## config.mk

```make
export PLATFORM = sky130hd
export DESIGN_NAME = pwc_regs
export DESIGN_NICKNAME = d
export VERILOG_FILES = /design/src/hw/pwc_pkg.sv /design/src/hw/pwc_regs.sv
export VERILOG_INCLUDE_DIRS = /design/src /design/src/hw
export SDC_FILE = /design/constraint.sdc
export NUM_CORES = 1
export LEC_CHECK = 0
export ABC_AREA = 0
export BUFFER_PORTS_ARGS = -buffer_cell sky130_fd_sc_hd__buf_2
export CORE_UTILIZATION = 50
export DETAILED_ROUTE_END_ITERATION = 12
export PLACE_DENSITY = 0.75
export SYNTH_ARGS = -nofsm -noshare
export SYNTH_HDL_FRONTEND = slang
export SYNTH_SLANG_ARGS = --single-unit
```

## constraint.sdc

```tcl
create_clock -name CLK_I -period 4.4 [get_ports CLK_I]
set_clock_uncertainty 0.1 [all_clocks]
set_input_delay 0.22 -clock CLK_I [delete_from_list [all_inputs] [get_ports CLK_I]]
set_output_delay 0.22 -clock CLK_I [all_outputs]
set_load 0.02 [all_outputs]
```

## src/hw/pwc_map.svh

```systemverilog
`ifndef PWC_MAP_SVH
`define PWC_MAP_SVH
`define PWC_OFS_ACTIVE 8'hB1
`define PWC_OFS_SLEEP 8'hB2
`define PWC_OFS_CMP 8'hB3
`define PWC_OFS_CTL 8'hB4
`define PWC_OFS_SEQ 8'hB5
`define PWC_BIT_ACT1 0
`define PWC_BIT_SLP1 0
`define PWC_BIT_SLP3 2
`define PWC_BIT_SLP4 3
`define PWC_BIT_SLP6 5
`define PWC_BIT_FAILACT 14
`define PWC_BIT_HIBON 12
`define PWC_POS_OFFTHR 4
`define PWC_POS_ONTHR 0
`define PWC_POS_CAP 14
`define PWC_BIT_OVPDIS 11
`define PWC_BIT_FLOAT 10
`define PWC_POS_VSEL 0
`define PWC_POS_FACT 14
`define PWC_POS_ENSLOT 10
`define PWC_POS_SDSLOT 6
`define PWC_RST_ACT1 1'b1
`define PWC_RST_SLP 1'b0
`define PWC_RST_FAILACT 1'b0
`define PWC_RST_HIBON 1'b0
`define PWC_RST_OFFTHR 3'h2
`define PWC_RST_ONTHR 3'h5
`define PWC_RST_CAP 2'h0
`define PWC_RST_OVPDIS 1'b0
`define PWC_RST_FLOAT 1'b0
`define PWC_RST_VSEL 7'h0E
`define PWC_RST_FACT 2'h0
`define PWC_RST_ENSLOT 4'h0
`define PWC_RST_SDSLOT 4'h0
`define PWC_THR_BASE_MV 12'hB54
`define PWC_THR_STEP_MV 12'h064
`define PWC_V_BASE_MV 12'h352
`define PWC_V_STEP_MV 12'h019
`define PWC_VSEL_MAX 7'h66
`define PWC_SLOT_OFF 4'h0
`define PWC_SLOT_ACTIVE 4'hF
`endif

```

## src/hw/pwc_pkg.sv

```systemverilog
package pwc_pkg;
   typedef enum logic [1:0] {
      FACT_IGNORE,
      FACT_CONV_OFF,
      FACT_SYS_OFF,
      FACT_RSVD
   } pwc_fact_t;
   typedef struct packed {
      logic fail_action;
      logic hib_on;
      logic [2:0] off_thr;
      logic [2:0] on_thr;
   } pwc_cmp_t;
   typedef struct packed {
      logic [1:0] cap;
      logic ovp_dis;
      logic out_float;
      logic [6:0] vsel;
   } pwc_ctl_t;
   typedef struct packed {
      pwc_fact_t fault_act;
      logic [3:0] en_slot;
      logic [3:0] sd_slot;
   } pwc_seq_t;
   typedef struct packed {
      logic wr;
      logic rd;
      logic [7:0] addr;
      logic [15:0] wdata;
   } pwc_req_t;
endpackage

```

## src/hw/pwc_regs.sv

```systemverilog
// How it works
// - active bit: 0 standby, 1 active, default 1
// - sleep bits 0,2,3,5 select LDO mode
// - supply fail: interrupt, shutdown if action set
// - off threshold code maps 2.9V to 3.6V
// - on threshold code maps 2.9V to 3.6V
// - thresholds writable only while key unlocked
// - comparator runs in hibernate only if enabled
// - capacitor range field, code 10 unused
// - overvoltage bit 1 disables protection
// - disabled converter discharged unless float set
// - voltage code 25mV steps from 0.85V
// - fault always interrupts, action field selects response
// - startup slot: 0 off, 1-14 slots, 15 active
// - shutdown slot 0 turns off entering off
// - shutdown slots 1-14 in shutdown sequence
`timescale 1ns/1ps
`include "pwc_map.svh"
module pwc_regs
   import pwc_pkg::*;
(
   input wire logic CLK_I,
   input wire logic ARST_N_I,
   input wire logic SM_RESET_I,
   input wire logic REG_WR_I,
   input wire logic REG_RD_I,
   input wire logic [7:0] REG_ADDR_I,
   input wire logic [15:0] REG_WDATA_I,
   output logic [15:0] REG_RDATA_O,
   input wire logic KEY_UNLOCK_I,
   input wire logic HIBERNATE_I,
   input wire logic SUPPLY_LOW_I,
   input wire logic CONV1_FAULT_I,
   input wire logic [3:0] SEQ_SLOT_I,
   input wire logic SEQ_UP_STEP_I,
   input wire logic SEQ_DOWN_STEP_I,
   input wire logic ENTER_ACTIVE_I,
   input wire logic ENTER_OFF_I,
   output logic CONV1_ACTIVE_O,
   output logic [5:0] CONV_SLEEP_LDO_O,
   output logic SUPPLY_COMP_EN_O,
   output logic [11:0] SUPPLY_OFF_MV_O,
   output logic [11:0] SUPPLY_ON_MV_O,
   output logic [1:0] CONV1_CAP_O,
   output logic CONV1_OVP_EN_O,
   output logic [11:0] CONV1_MV_O,
   output logic CONV1_EN_O,
   output logic CONV1_DISCHARGE_O,
   output logic SUPPLY_FAIL_IRQ_O,
   output logic CONV1_FAULT_IRQ_O,
   output logic HARD_SHUTDOWN_O,
   output logic SYS_SHUTDOWN_O
);

   function automatic logic [11:0] thr_mv(input logic [2:0] code);
      logic [11:0] step;
      step = `PWC_THR_STEP_MV * {9'h000, code};
      return `PWC_THR_BASE_MV + step;
   endfunction
   function automatic logic [11:0] volt_mv(input logic [6:0] code);
      logic [6:0] lim;
      logic [11:0] step;
      lim = (code > `PWC_VSEL_MAX) ? `PWC_VSEL_MAX : code;
      step = `PWC_V_STEP_MV * {5'h00, lim};
      return `PWC_V_BASE_MV + step;
   endfunction

   pwc_req_t req;
   logic conv1_active_sel_r;
   logic conv1_sleep_ldo_r, conv3_sleep_ldo_r;
   logic conv4_sleep_ldo_r, conv6_sleep_ldo_r;
   pwc_cmp_t cmp_r;
   pwc_ctl_t ctl_r;
   pwc_seq_t seq_r;
   logic wr_act, wr_slp, wr_cmp, wr_ctl, wr_seq;
   logic [15:0] rdata_nxt;
   logic low_meta_r, low_sync_r, low_prev_r;
   logic flt_meta_r, flt_sync_r, flt_prev_r;
   logic low_rise, flt_rise;
   logic conv1_en_r, up_hit, down_hit;
   assign req = '{wr: REG_WR_I, rd: REG_RD_I, addr: REG_ADDR_I,
                  wdata: REG_WDATA_I};
   assign wr_act = req.wr && (req.addr == `PWC_OFS_ACTIVE);
   assign wr_slp = req.wr && (req.addr == `PWC_OFS_SLEEP);
   assign wr_cmp = req.wr && (req.addr == `PWC_OFS_CMP);
   assign wr_ctl = req.wr && (req.addr == `PWC_OFS_CTL);
   assign wr_seq = req.wr && (req.addr == `PWC_OFS_SEQ);

   always_ff @(posedge CLK_I or negedge ARST_N_I)
   begin
      if (!ARST_N_I)
         conv1_active_sel_r <= `PWC_RST_ACT1;
      else if (SM_RESET_I)
         conv1_active_sel_r <= `PWC_RST_ACT1;
      else if (wr_act)
         conv1_active_sel_r <= req.wdata[`PWC_BIT_ACT1];
   end

   always_ff @(posedge CLK_I or negedge ARST_N_I)
   begin
      if (!ARST_N_I)
      begin
         conv1_sleep_ldo_r <= `PWC_RST_SLP;
         conv3_sleep_ldo_r <= `PWC_RST_SLP;
         conv4_sleep_ldo_r <= `PWC_RST_SLP;
         conv6_sleep_ldo_r <= `PWC_RST_SLP;
      end
      else if (SM_RESET_I)
      begin
         conv1_sleep_ldo_r <= `PWC_RST_SLP;
         conv3_sleep_ldo_r <= `PWC_RST_SLP;
         conv4_sleep_ldo_r <= `PWC_RST_SLP;
         conv6_sleep_ldo_r <= `PWC_RST_SLP;
      end
      else if (wr_slp)
      begin
         conv1_sleep_ldo_r <= req.wdata[`PWC_BIT_SLP1];
         conv3_sleep_ldo_r <= req.wdata[`PWC_BIT_SLP3];
         conv4_sleep_ldo_r <= req.wdata[`PWC_BIT_SLP4];
         conv6_sleep_ldo_r <= req.wdata[`PWC_BIT_SLP6];
      end
   end

   always_ff @(posedge CLK_I or negedge ARST_N_I)
   begin
      if (!ARST_N_I)
      begin
         cmp_r.fail_action <= `PWC_RST_FAILACT;
         cmp_r.hib_on <= `PWC_RST_HIBON;
         cmp_r.off_thr <= `PWC_RST_OFFTHR;
         cmp_r.on_thr <= `PWC_RST_ONTHR;
      end
      else if (SM_RESET_I)
      begin
         cmp_r.fail_action <= `PWC_RST_FAILACT;
      end
      else if (wr_cmp)
      begin
         cmp_r.fail_action <= req.wdata[`PWC_BIT_FAILACT];
         cmp_r.hib_on <= req.wdata[`PWC_BIT_HIBON];
         if (KEY_UNLOCK_I)
         begin
            cmp_r.off_thr <= req.wdata[`PWC_POS_OFFTHR +: 3];
            cmp_r.on_thr <= req.wdata[`PWC_POS_ONTHR +: 3];
         end
      end
   end

   always_ff @(posedge CLK_I or negedge ARST_N_I)
   begin
      if (!ARST_N_I)
      begin
         ctl_r.cap <= `PWC_RST_CAP;
         ctl_r.ovp_dis <= `PWC_RST_OVPDIS;
         ctl_r.out_float <= `PWC_RST_FLOAT;
         ctl_r.vsel <= `PWC_RST_VSEL;
      end
      else if (SM_RESET_I)
      begin
         ctl_r.cap <= `PWC_RST_CAP;
         ctl_r.ovp_dis <= `PWC_RST_OVPDIS;
         ctl_r.vsel <= `PWC_RST_VSEL;
      end
      else if (wr_ctl)
      begin
         ctl_r.cap <= req.wdata[`PWC_POS_CAP +: 2];
         ctl_r.ovp_dis <= req.wdata[`PWC_BIT_OVPDIS];
         ctl_r.out_float <= req.wdata[`PWC_BIT_FLOAT];
         ctl_r.vsel <= req.wdata[`PWC_POS_VSEL +: 7];
      end
   end

   always_ff @(posedge CLK_I or negedge ARST_N_I)
   begin
      if (!ARST_N_I)
      begin
         seq_r.fault_act <= pwc_fact_t'(`PWC_RST_FACT);
         seq_r.en_slot <= `PWC_RST_ENSLOT;
         seq_r.sd_slot <= `PWC_RST_SDSLOT;
      end
      else if (SM_RESET_I)
      begin
         seq_r.fault_act <= pwc_fact_t'(`PWC_RST_FACT);
         seq_r.en_slot <= `PWC_RST_ENSLOT;
         seq_r.sd_slot <= `PWC_RST_SDSLOT;
      end
      else if (wr_seq)
      begin
         seq_r.fault_act <= pwc_fact_t'(req.wdata[`PWC_POS_FACT +: 2]);
         seq_r.en_slot <= req.wdata[`PWC_POS_ENSLOT +: 4];
         seq_r.sd_slot <= req.wdata[`PWC_POS_SDSLOT +: 4];
      end
   end

   always_comb
   begin
      rdata_nxt = 16'h0000;
      case (req.addr)
         `PWC_OFS_ACTIVE:
            rdata_nxt[`PWC_BIT_ACT1] = conv1_active_sel_r;
         `PWC_OFS_SLEEP:
         begin
            rdata_nxt[`PWC_BIT_SLP1] = conv1_sleep_ldo_r;
            rdata_nxt[`PWC_BIT_SLP3] = conv3_sleep_ldo_r;
            rdata_nxt[`PWC_BIT_SLP4] = conv4_sleep_ldo_r;
            rdata_nxt[`PWC_BIT_SLP6] = conv6_sleep_ldo_r;
         end
         `PWC_OFS_CMP:
         begin
            rdata_nxt[`PWC_BIT_FAILACT] = cmp_r.fail_action;
            rdata_nxt[`PWC_BIT_HIBON] = cmp_r.hib_on;
            rdata_nxt[`PWC_POS_OFFTHR +: 3] = cmp_r.off_thr;
            rdata_nxt[`PWC_POS_ONTHR +: 3] = cmp_r.on_thr;
         end
         `PWC_OFS_CTL:
         begin
            rdata_nxt[`PWC_POS_CAP +: 2] = ctl_r.cap;
            rdata_nxt[`PWC_BIT_OVPDIS] = ctl_r.ovp_dis;
            rdata_nxt[`PWC_BIT_FLOAT] = ctl_r.out_float;
            rdata_nxt[`PWC_POS_VSEL +: 7] = ctl_r.vsel;
         end
         `PWC_OFS_SEQ:
         begin
            rdata_nxt[`PWC_POS_FACT +: 2] = seq_r.fault_act;
            rdata_nxt[`PWC_POS_ENSLOT +: 4] = seq_r.en_slot;
            rdata_nxt[`PWC_POS_SDSLOT +: 4] = seq_r.sd_slot;
         end
         default: rdata_nxt = 16'h0000;
      endcase
   end
   always_ff @(posedge CLK_I or negedge ARST_N_I)
   begin
      if (!ARST_N_I)
         REG_RDATA_O <= 16'h0000;
      else if (req.rd)
         REG_RDATA_O <= rdata_nxt;
   end

   always_ff @(posedge CLK_I or negedge ARST_N_I)
   begin
      if (!ARST_N_I)
      begin
         low_meta_r <= 1'b0;
         low_sync_r <= 1'b0;
         low_prev_r <= 1'b0;
         flt_meta_r <= 1'b0;
         flt_sync_r <= 1'b0;
         flt_prev_r <= 1'b0;
      end
      else
      begin
         low_meta_r <= SUPPLY_LOW_I;
         low_sync_r <= low_meta_r;
         low_prev_r <= low_sync_r;
         flt_meta_r <= CONV1_FAULT_I;
         flt_sync_r <= flt_meta_r;
         flt_prev_r <= flt_sync_r;
      end
   end

   assign low_rise = low_sync_r && !low_prev_r;
   assign flt_rise = flt_sync_r && !flt_prev_r;

   always_ff @(posedge CLK_I or negedge ARST_N_I)
   begin
      if (!ARST_N_I)
      begin
         SUPPLY_FAIL_IRQ_O <= 1'b0;
         HARD_SHUTDOWN_O <= 1'b0;
         CONV1_FAULT_IRQ_O <= 1'b0;
         SYS_SHUTDOWN_O <= 1'b0;
      end
      else
      begin
         SUPPLY_FAIL_IRQ_O <= low_rise;
         HARD_SHUTDOWN_O <= low_rise && cmp_r.fail_action;
         CONV1_FAULT_IRQ_O <= flt_rise;
         SYS_SHUTDOWN_O <= flt_rise &&
            (seq_r.fault_act == FACT_SYS_OFF ||
             seq_r.fault_act == FACT_RSVD);
      end
   end

   assign up_hit = (SEQ_UP_STEP_I && seq_r.en_slot != `PWC_SLOT_OFF &&
                    seq_r.en_slot != `PWC_SLOT_ACTIVE &&
                    SEQ_SLOT_I == seq_r.en_slot) ||
                   (ENTER_ACTIVE_I && seq_r.en_slot == `PWC_SLOT_ACTIVE);
   assign down_hit = (SEQ_DOWN_STEP_I &&
                      seq_r.sd_slot != `PWC_SLOT_OFF &&
                      seq_r.sd_slot != `PWC_SLOT_ACTIVE &&
                      SEQ_SLOT_I == seq_r.sd_slot) ||
                     (ENTER_OFF_I && (seq_r.sd_slot == `PWC_SLOT_OFF ||
                      seq_r.sd_slot == `PWC_SLOT_ACTIVE));
   always_ff @(posedge CLK_I or negedge ARST_N_I)
   begin
      if (!ARST_N_I)
         conv1_en_r <= 1'b0;
      else if (flt_rise && seq_r.fault_act == FACT_CONV_OFF)
         conv1_en_r <= 1'b0;
      else if (down_hit)
         conv1_en_r <= 1'b0;
      else if (up_hit)
         conv1_en_r <= 1'b1;
   end

   always_ff @(posedge CLK_I or negedge ARST_N_I)
   begin
      if (!ARST_N_I)
      begin
         CONV1_ACTIVE_O <= `PWC_RST_ACT1;
         CONV_SLEEP_LDO_O <= 6'h00;
         SUPPLY_COMP_EN_O <= 1'b1;
         SUPPLY_OFF_MV_O <= 12'h000;
         SUPPLY_ON_MV_O <= 12'h000;
         CONV1_CAP_O <= `PWC_RST_CAP;
         CONV1_OVP_EN_O <= 1'b1;
         CONV1_MV_O <= 12'h000;
         CONV1_EN_O <= 1'b0;
         CONV1_DISCHARGE_O <= 1'b0;
      end
      else
      begin
         CONV1_ACTIVE_O <= conv1_active_sel_r;
         CONV_SLEEP_LDO_O <= {conv6_sleep_ldo_r, 1'b0, conv4_sleep_ldo_r,
                              conv3_sleep_ldo_r, 1'b0, conv1_sleep_ldo_r};
         SUPPLY_COMP_EN_O <= !HIBERNATE_I || cmp_r.hib_on;
         SUPPLY_OFF_MV_O <= thr_mv(cmp_r.off_thr);
         SUPPLY_ON_MV_O <= thr_mv(cmp_r.on_thr);
         CONV1_CAP_O <= ctl_r.cap;
         CONV1_OVP_EN_O <= !ctl_r.ovp_dis;
         CONV1_MV_O <= volt_mv(ctl_r.vsel);
         CONV1_EN_O <= conv1_en_r;
         CONV1_DISCHARGE_O <= !conv1_en_r && !ctl_r.out_float;
      end
   end

endmodule

```

* Yosys cells after proc, flatten, opt, wreduce, memory -nomap -nowiden
Cells that the tools add are included.
Widths: inputs -> output; s select.
** Storage, ports and cells
- Logic and storage cells :: 137
- Register bits after elaboration :: 108
- Bits of input ports :: 41
- Output and inout port bits :: 69
** Operators by class
- Eq/ne operators :: 14
- Reduce and logical (&&, ||, !) cells :: 42
- Multiplexer cells :: 35
- Multiply operators :: 3
- $add $sub $neg :: 3
- Order comparisons :: 1
- Bitwise operators :: 1
** Operators by type and width (number)
- $eq 8x8->1 const B :: 5
- $add 12x10->12 const A :: 2
- $mux 10 :: 2
- $logic_and 1x1->1 :: 19
- $mul 5x3->8 const A :: 2
- $mux 1 :: 15
- $mux 7 :: 2
- $add 10x12->12 const A :: 1
- $mul 5x7->12 const A :: 1
- $pmux 1 s3 :: 4
- $mux 11 :: 1
- $pmux 1 s2 :: 5
- $reduce_bool 2->1 :: 5
- $eq 4x4->1 :: 2
- $eq 4x4->1 const B :: 2
- $mux 8 :: 1
- $ne 4x4->1 const B :: 2
- $reduce_bool 4->1 :: 2
- $gt 7x7->1 const B :: 1
- $logic_not 1->1 :: 6
- $mux 3 :: 2
- $mux 6 :: 1
- $logic_or 1x1->1 :: 5
- $eq 2x2->1 const B :: 2
- 8 further kinds :: 9

* Depth between registers and ports, before layout
- Depth in word-level cells :: 8
- Gate-level depth with buffers :: 13
- Mapped depth without buffers :: 12

* Least setup slack after synthesis
OpenSTA, ideal clock, no wires.
- Path kind :: flip-flop to flip-flop
- Start :: register ctl_r[6] (netlist bit)
- End :: register CONV1_MV_O[10]
- Data arrival time :: 3.101 ns
- Buffers on the path :: 1
- Stages on the path, launching flop included :: 14
- Setup time :: 0.069 ns
- Required time :: 4.231 ns
- Clock period less this slack :: 3.270 ns
- Path slack :: 1.130 ns
- Cell sequence :: dfrtp_1 > clkbuf_1 > o211ai_1 > nand2b_1 > ha_1 > inv_1 > fa_1 > inv_1 > ha_1 > ha_1 > a31oi_1 > o21ai_0 > or4_1 > nand3_1
** On the way
- Word-level cells in the longest chain between the ends :: 4
** Ends and longest elaborated chain
- start, declared :: line pwc_regs.sv:73 : pwc_ctl_t ctl_r;
- $gt 7x7->1 (no line)
- $mux 7 * :: line pwc_regs.sv:63 : lim = (code > `PWC_VSEL_MAX) ? `PWC_VSEL_MAX : code;
- $mul 5x7->12 (no line) *
- $add 10x12->12 (no line) *
- end signal, assigned :: line pwc_regs.sv:331 : CONV1_MV_O <= volt_mv(ctl_r.vsel);
- end, declared :: line pwc_regs.sv:46 : output logic [11:0] CONV1_MV_O,
Mark *: on every way between the ends. The rest lies on a longest branch, timed or not.
A chain may end at the register's enable or synchronous reset.

* Worst setup path in the final report
- Start :: register ctl_r[4] (netlist bit)
- End :: register CONV1_MV_O[10]
Same word-level chain as after synthesis.

==> run summary <==
status = finished clean
critical path class = flip-flop to flip-flop
main flop type after synthesis = dfrtp_1
initial core utilization = 52.5%
GRT overflow = 0
Post-synth EDFFs = 0
DRT antenna net count = 0
ant diodes = 0
origin of the worst setup path = ctl_r[4]$_DFFE_PN0P_
crit-path cells = o211ai_1, nand2b_1, ha_1, inv_1, fa_1, inv_1, ha_1, ha_1, a31oi_1, o21ai_0, or4_1, nand3_1
vias in the first global route = 3352
Die H = 101 um
Worst Setup Start Kind = flip-flop
Mapped Cells = 428
Largest delay share family, worst path = adder cells
Hold Slack = 9.40 ps
initial antenna violation count = 1
power per cell area = 293 mW/mm^2
Worst-Skew Late Latency = 370 ps
CP Buf/Inv Count = 2
Tmin final = 3550 ps
TritonCTS clock tree = done
slowest stage delay, CP = 530 ps
Yosys warning count = 0
CORE AREA = 0.00937 sq mm
#FFs+latches synth = 103
hold_sp = REG_WDATA_I[11]
final hold vios = 0
Area after DPL = 0.00550 sq mm
port buffer count = 103
Fmax = 282 MHz
crit share post-route = 80.6%
commonest non-fill, non-tap cell in the layout = buf_2
most used cell along the critical path = ha_1
Reg clk slew, reported paths = 100 ps
most frequent cells in the layout = 102 x buf_2, 93 x dfrtp_1, 40 x nor2_1
Die X = 101 um
slowest CP cell = fa_1
CTS Buf Count = 9
PnR Total Power = 0.00170 W
Max VDD drop = 0.153 mV
GPL Wtd Cong = 0.890
Slew @ Worst Pin = 859 ps
DPL Wire Length = 7.39 mm
worst endpoint data arrival time = 3750 ps
fin area = 0.00581 sq mm
Final Setup Violations = 0
clk root buf = clkbuf_8
all-layer global routing usage = 20.8%
clk buf depth = 2
number of top-level pins = 110
Mapped Area = 0.00492 sq mm
Synth-to-Final Area Change = 18.1%
first-pass GRT wire length = 16.3 mm
Max-slew headroom = 42.7%
drt total wl = 10.1 mm
FF-to-FF Start = ctl_r[4]$_DFFE_PN0P_
Routed wire per std cell = 15.1 um
max-cap viol count = 0
fin nets = 619
Setup TNS = 0 ps
max-slew violation count = 0
# rows = 35
Vias/cell = 5.20
Die Area = 0.0102 sq mm
leak pwr = 3.00 nW
initial drt markers = 210
TritonRoute pass-1 iters = 6
via count = 3492
CP Capture Type = flip-flop
Async S/R FF share, synth = 100%
Post-CTS Resized = 0
# H-tree levels = 3
largest net degree at the start of global routing = 71
CP required = 4600 ps
register area share after synthesis = 52.7%
share of cells above drive strength 1 = 26.6%
TritonCTS sink count = 103
DRC = 0
RSZ-0062 raised after global routing = false
worst hold-check path type = input port to flip-flop
post-synth cell types = 54
Avg Inst Size Synth = 11.5 sq um
Max Fanout on Critical Path = 6
tightest hold or removal path: stages:
cell,delay (ps)
buf_2,90
mux2i_1,60
nor2_1,80
per-layer routing:
layer  up-vias  track usage (%)  part of all wire [%]
li1       1666                -                     -
met1      1700             27.7                    44
met2       105             33.7                    49
met3        21             4.97                   5.6
met4         0             6.80                   1.5
met5         -                0                     0
logic make-up (layout without fill, tap and decap cells):
kind of cell    count (synthesis)  count (layout)  share of synthesized area [%]
flops                         103             103                           52.7
buf+inv                        60             169                           5.52
simple gates                  107             107                           11.6
compound gates                 59              59                           7.99
fa+ha+maj                      41              41                           10.9
xor+xnor                       23              23                           4.10
other cells                     2               7                          0.153
mux                            33              33                           7.07
sequential cells by signal, summed over array words and instances, names as in the netlist, 2 cells and up:
signal / cells
ctl_r: 11
SUPPLY_OFF_MV_O: 9
CONV_SLEEP_LDO_O: 4
REG_RDATA_O: 16
CONV1_MV_O: 12
SUPPLY_ON_MV_O: 10
cmp_r: 8
seq_r: 10
CONV1_CAP_O: 2
metrics by stage:
stage               utilization (%)  worst slack (ps)  std cells
finish                         62.0               855        671
CTS                            62.0               863        671
global placement               58.6              1000        644
detailed placement             58.6               905        644
floorplan                         -              1130        433
global route                   62.0               665        671
repair_timing:
action	in CTS	in global routing
setup buffers	0	0
hold endpoints to repair	72	0
hold buffers	11	0
Yosys cell counts, types with 9 or more instances:
| cell | n | area [sq um] |
|---|---|---|
| dfrtp_1 | 93 | 2330 |
| nor2_1 | 40 | 150 |
| ha_1 | 38 | 475 |
| inv_1 | 38 | 143 |
| mux2i_1 | 22 | 220 |
| xnor2_1 | 17 | 149 |
| a21oi_1 | 14 | 70.1 |
| nand3_1 | 13 | 65.1 |
| a22oi_1 | 11 | 82.6 |
| nand2_1 | 11 | 41.3 |
| dfstp_2 | 10 | 263 |
| mux2_2 | 10 | 113 |
| buf_4 | 9 | 67.6 |
| o21ai_0 | 9 | 45.0 |
report_power, final:
part           internal, W  switching [W]
Sequential        0.000964     0.00000893
Combinational    0.0000467      0.0000833
Clock             0.000280       0.000321
Total              0.00129       0.000413
path summary, 6_finish.rpt:
path                                          endpoint  cells past startpoint  slack (ps)
max reg2reg                   CONV1_MV_O[10]$_DFF_PN0_                     12         850
max                           CONV1_MV_O[10]$_DFF_PN0_                     12         850
min in group asynchronous  SUPPLY_ON_MV_O[2]$_DFF_PN0_                      2         410
min                               ctl_r[8]$_DFFE_PN0P_                      3           9
max in group asynchronous         cmp_r[0]$_DFFE_PN1P_                      3        2790
min reg2reg                       low_sync_r$_DFF_PN0_                      0         260
final cells by class:
cell class | count | area [sq um]
fill | 813 | 3560
sequential | 103 | 2590
multi-input combinational | 270 | 2080
timing repair buffer | 115 | 636
tap | 129 | 161
inverter | 38 | 143
clock buffer | 10 | 138
clock inverter | 6 | 67.6
Note: power is estimated with default switching activity, not from simulation.
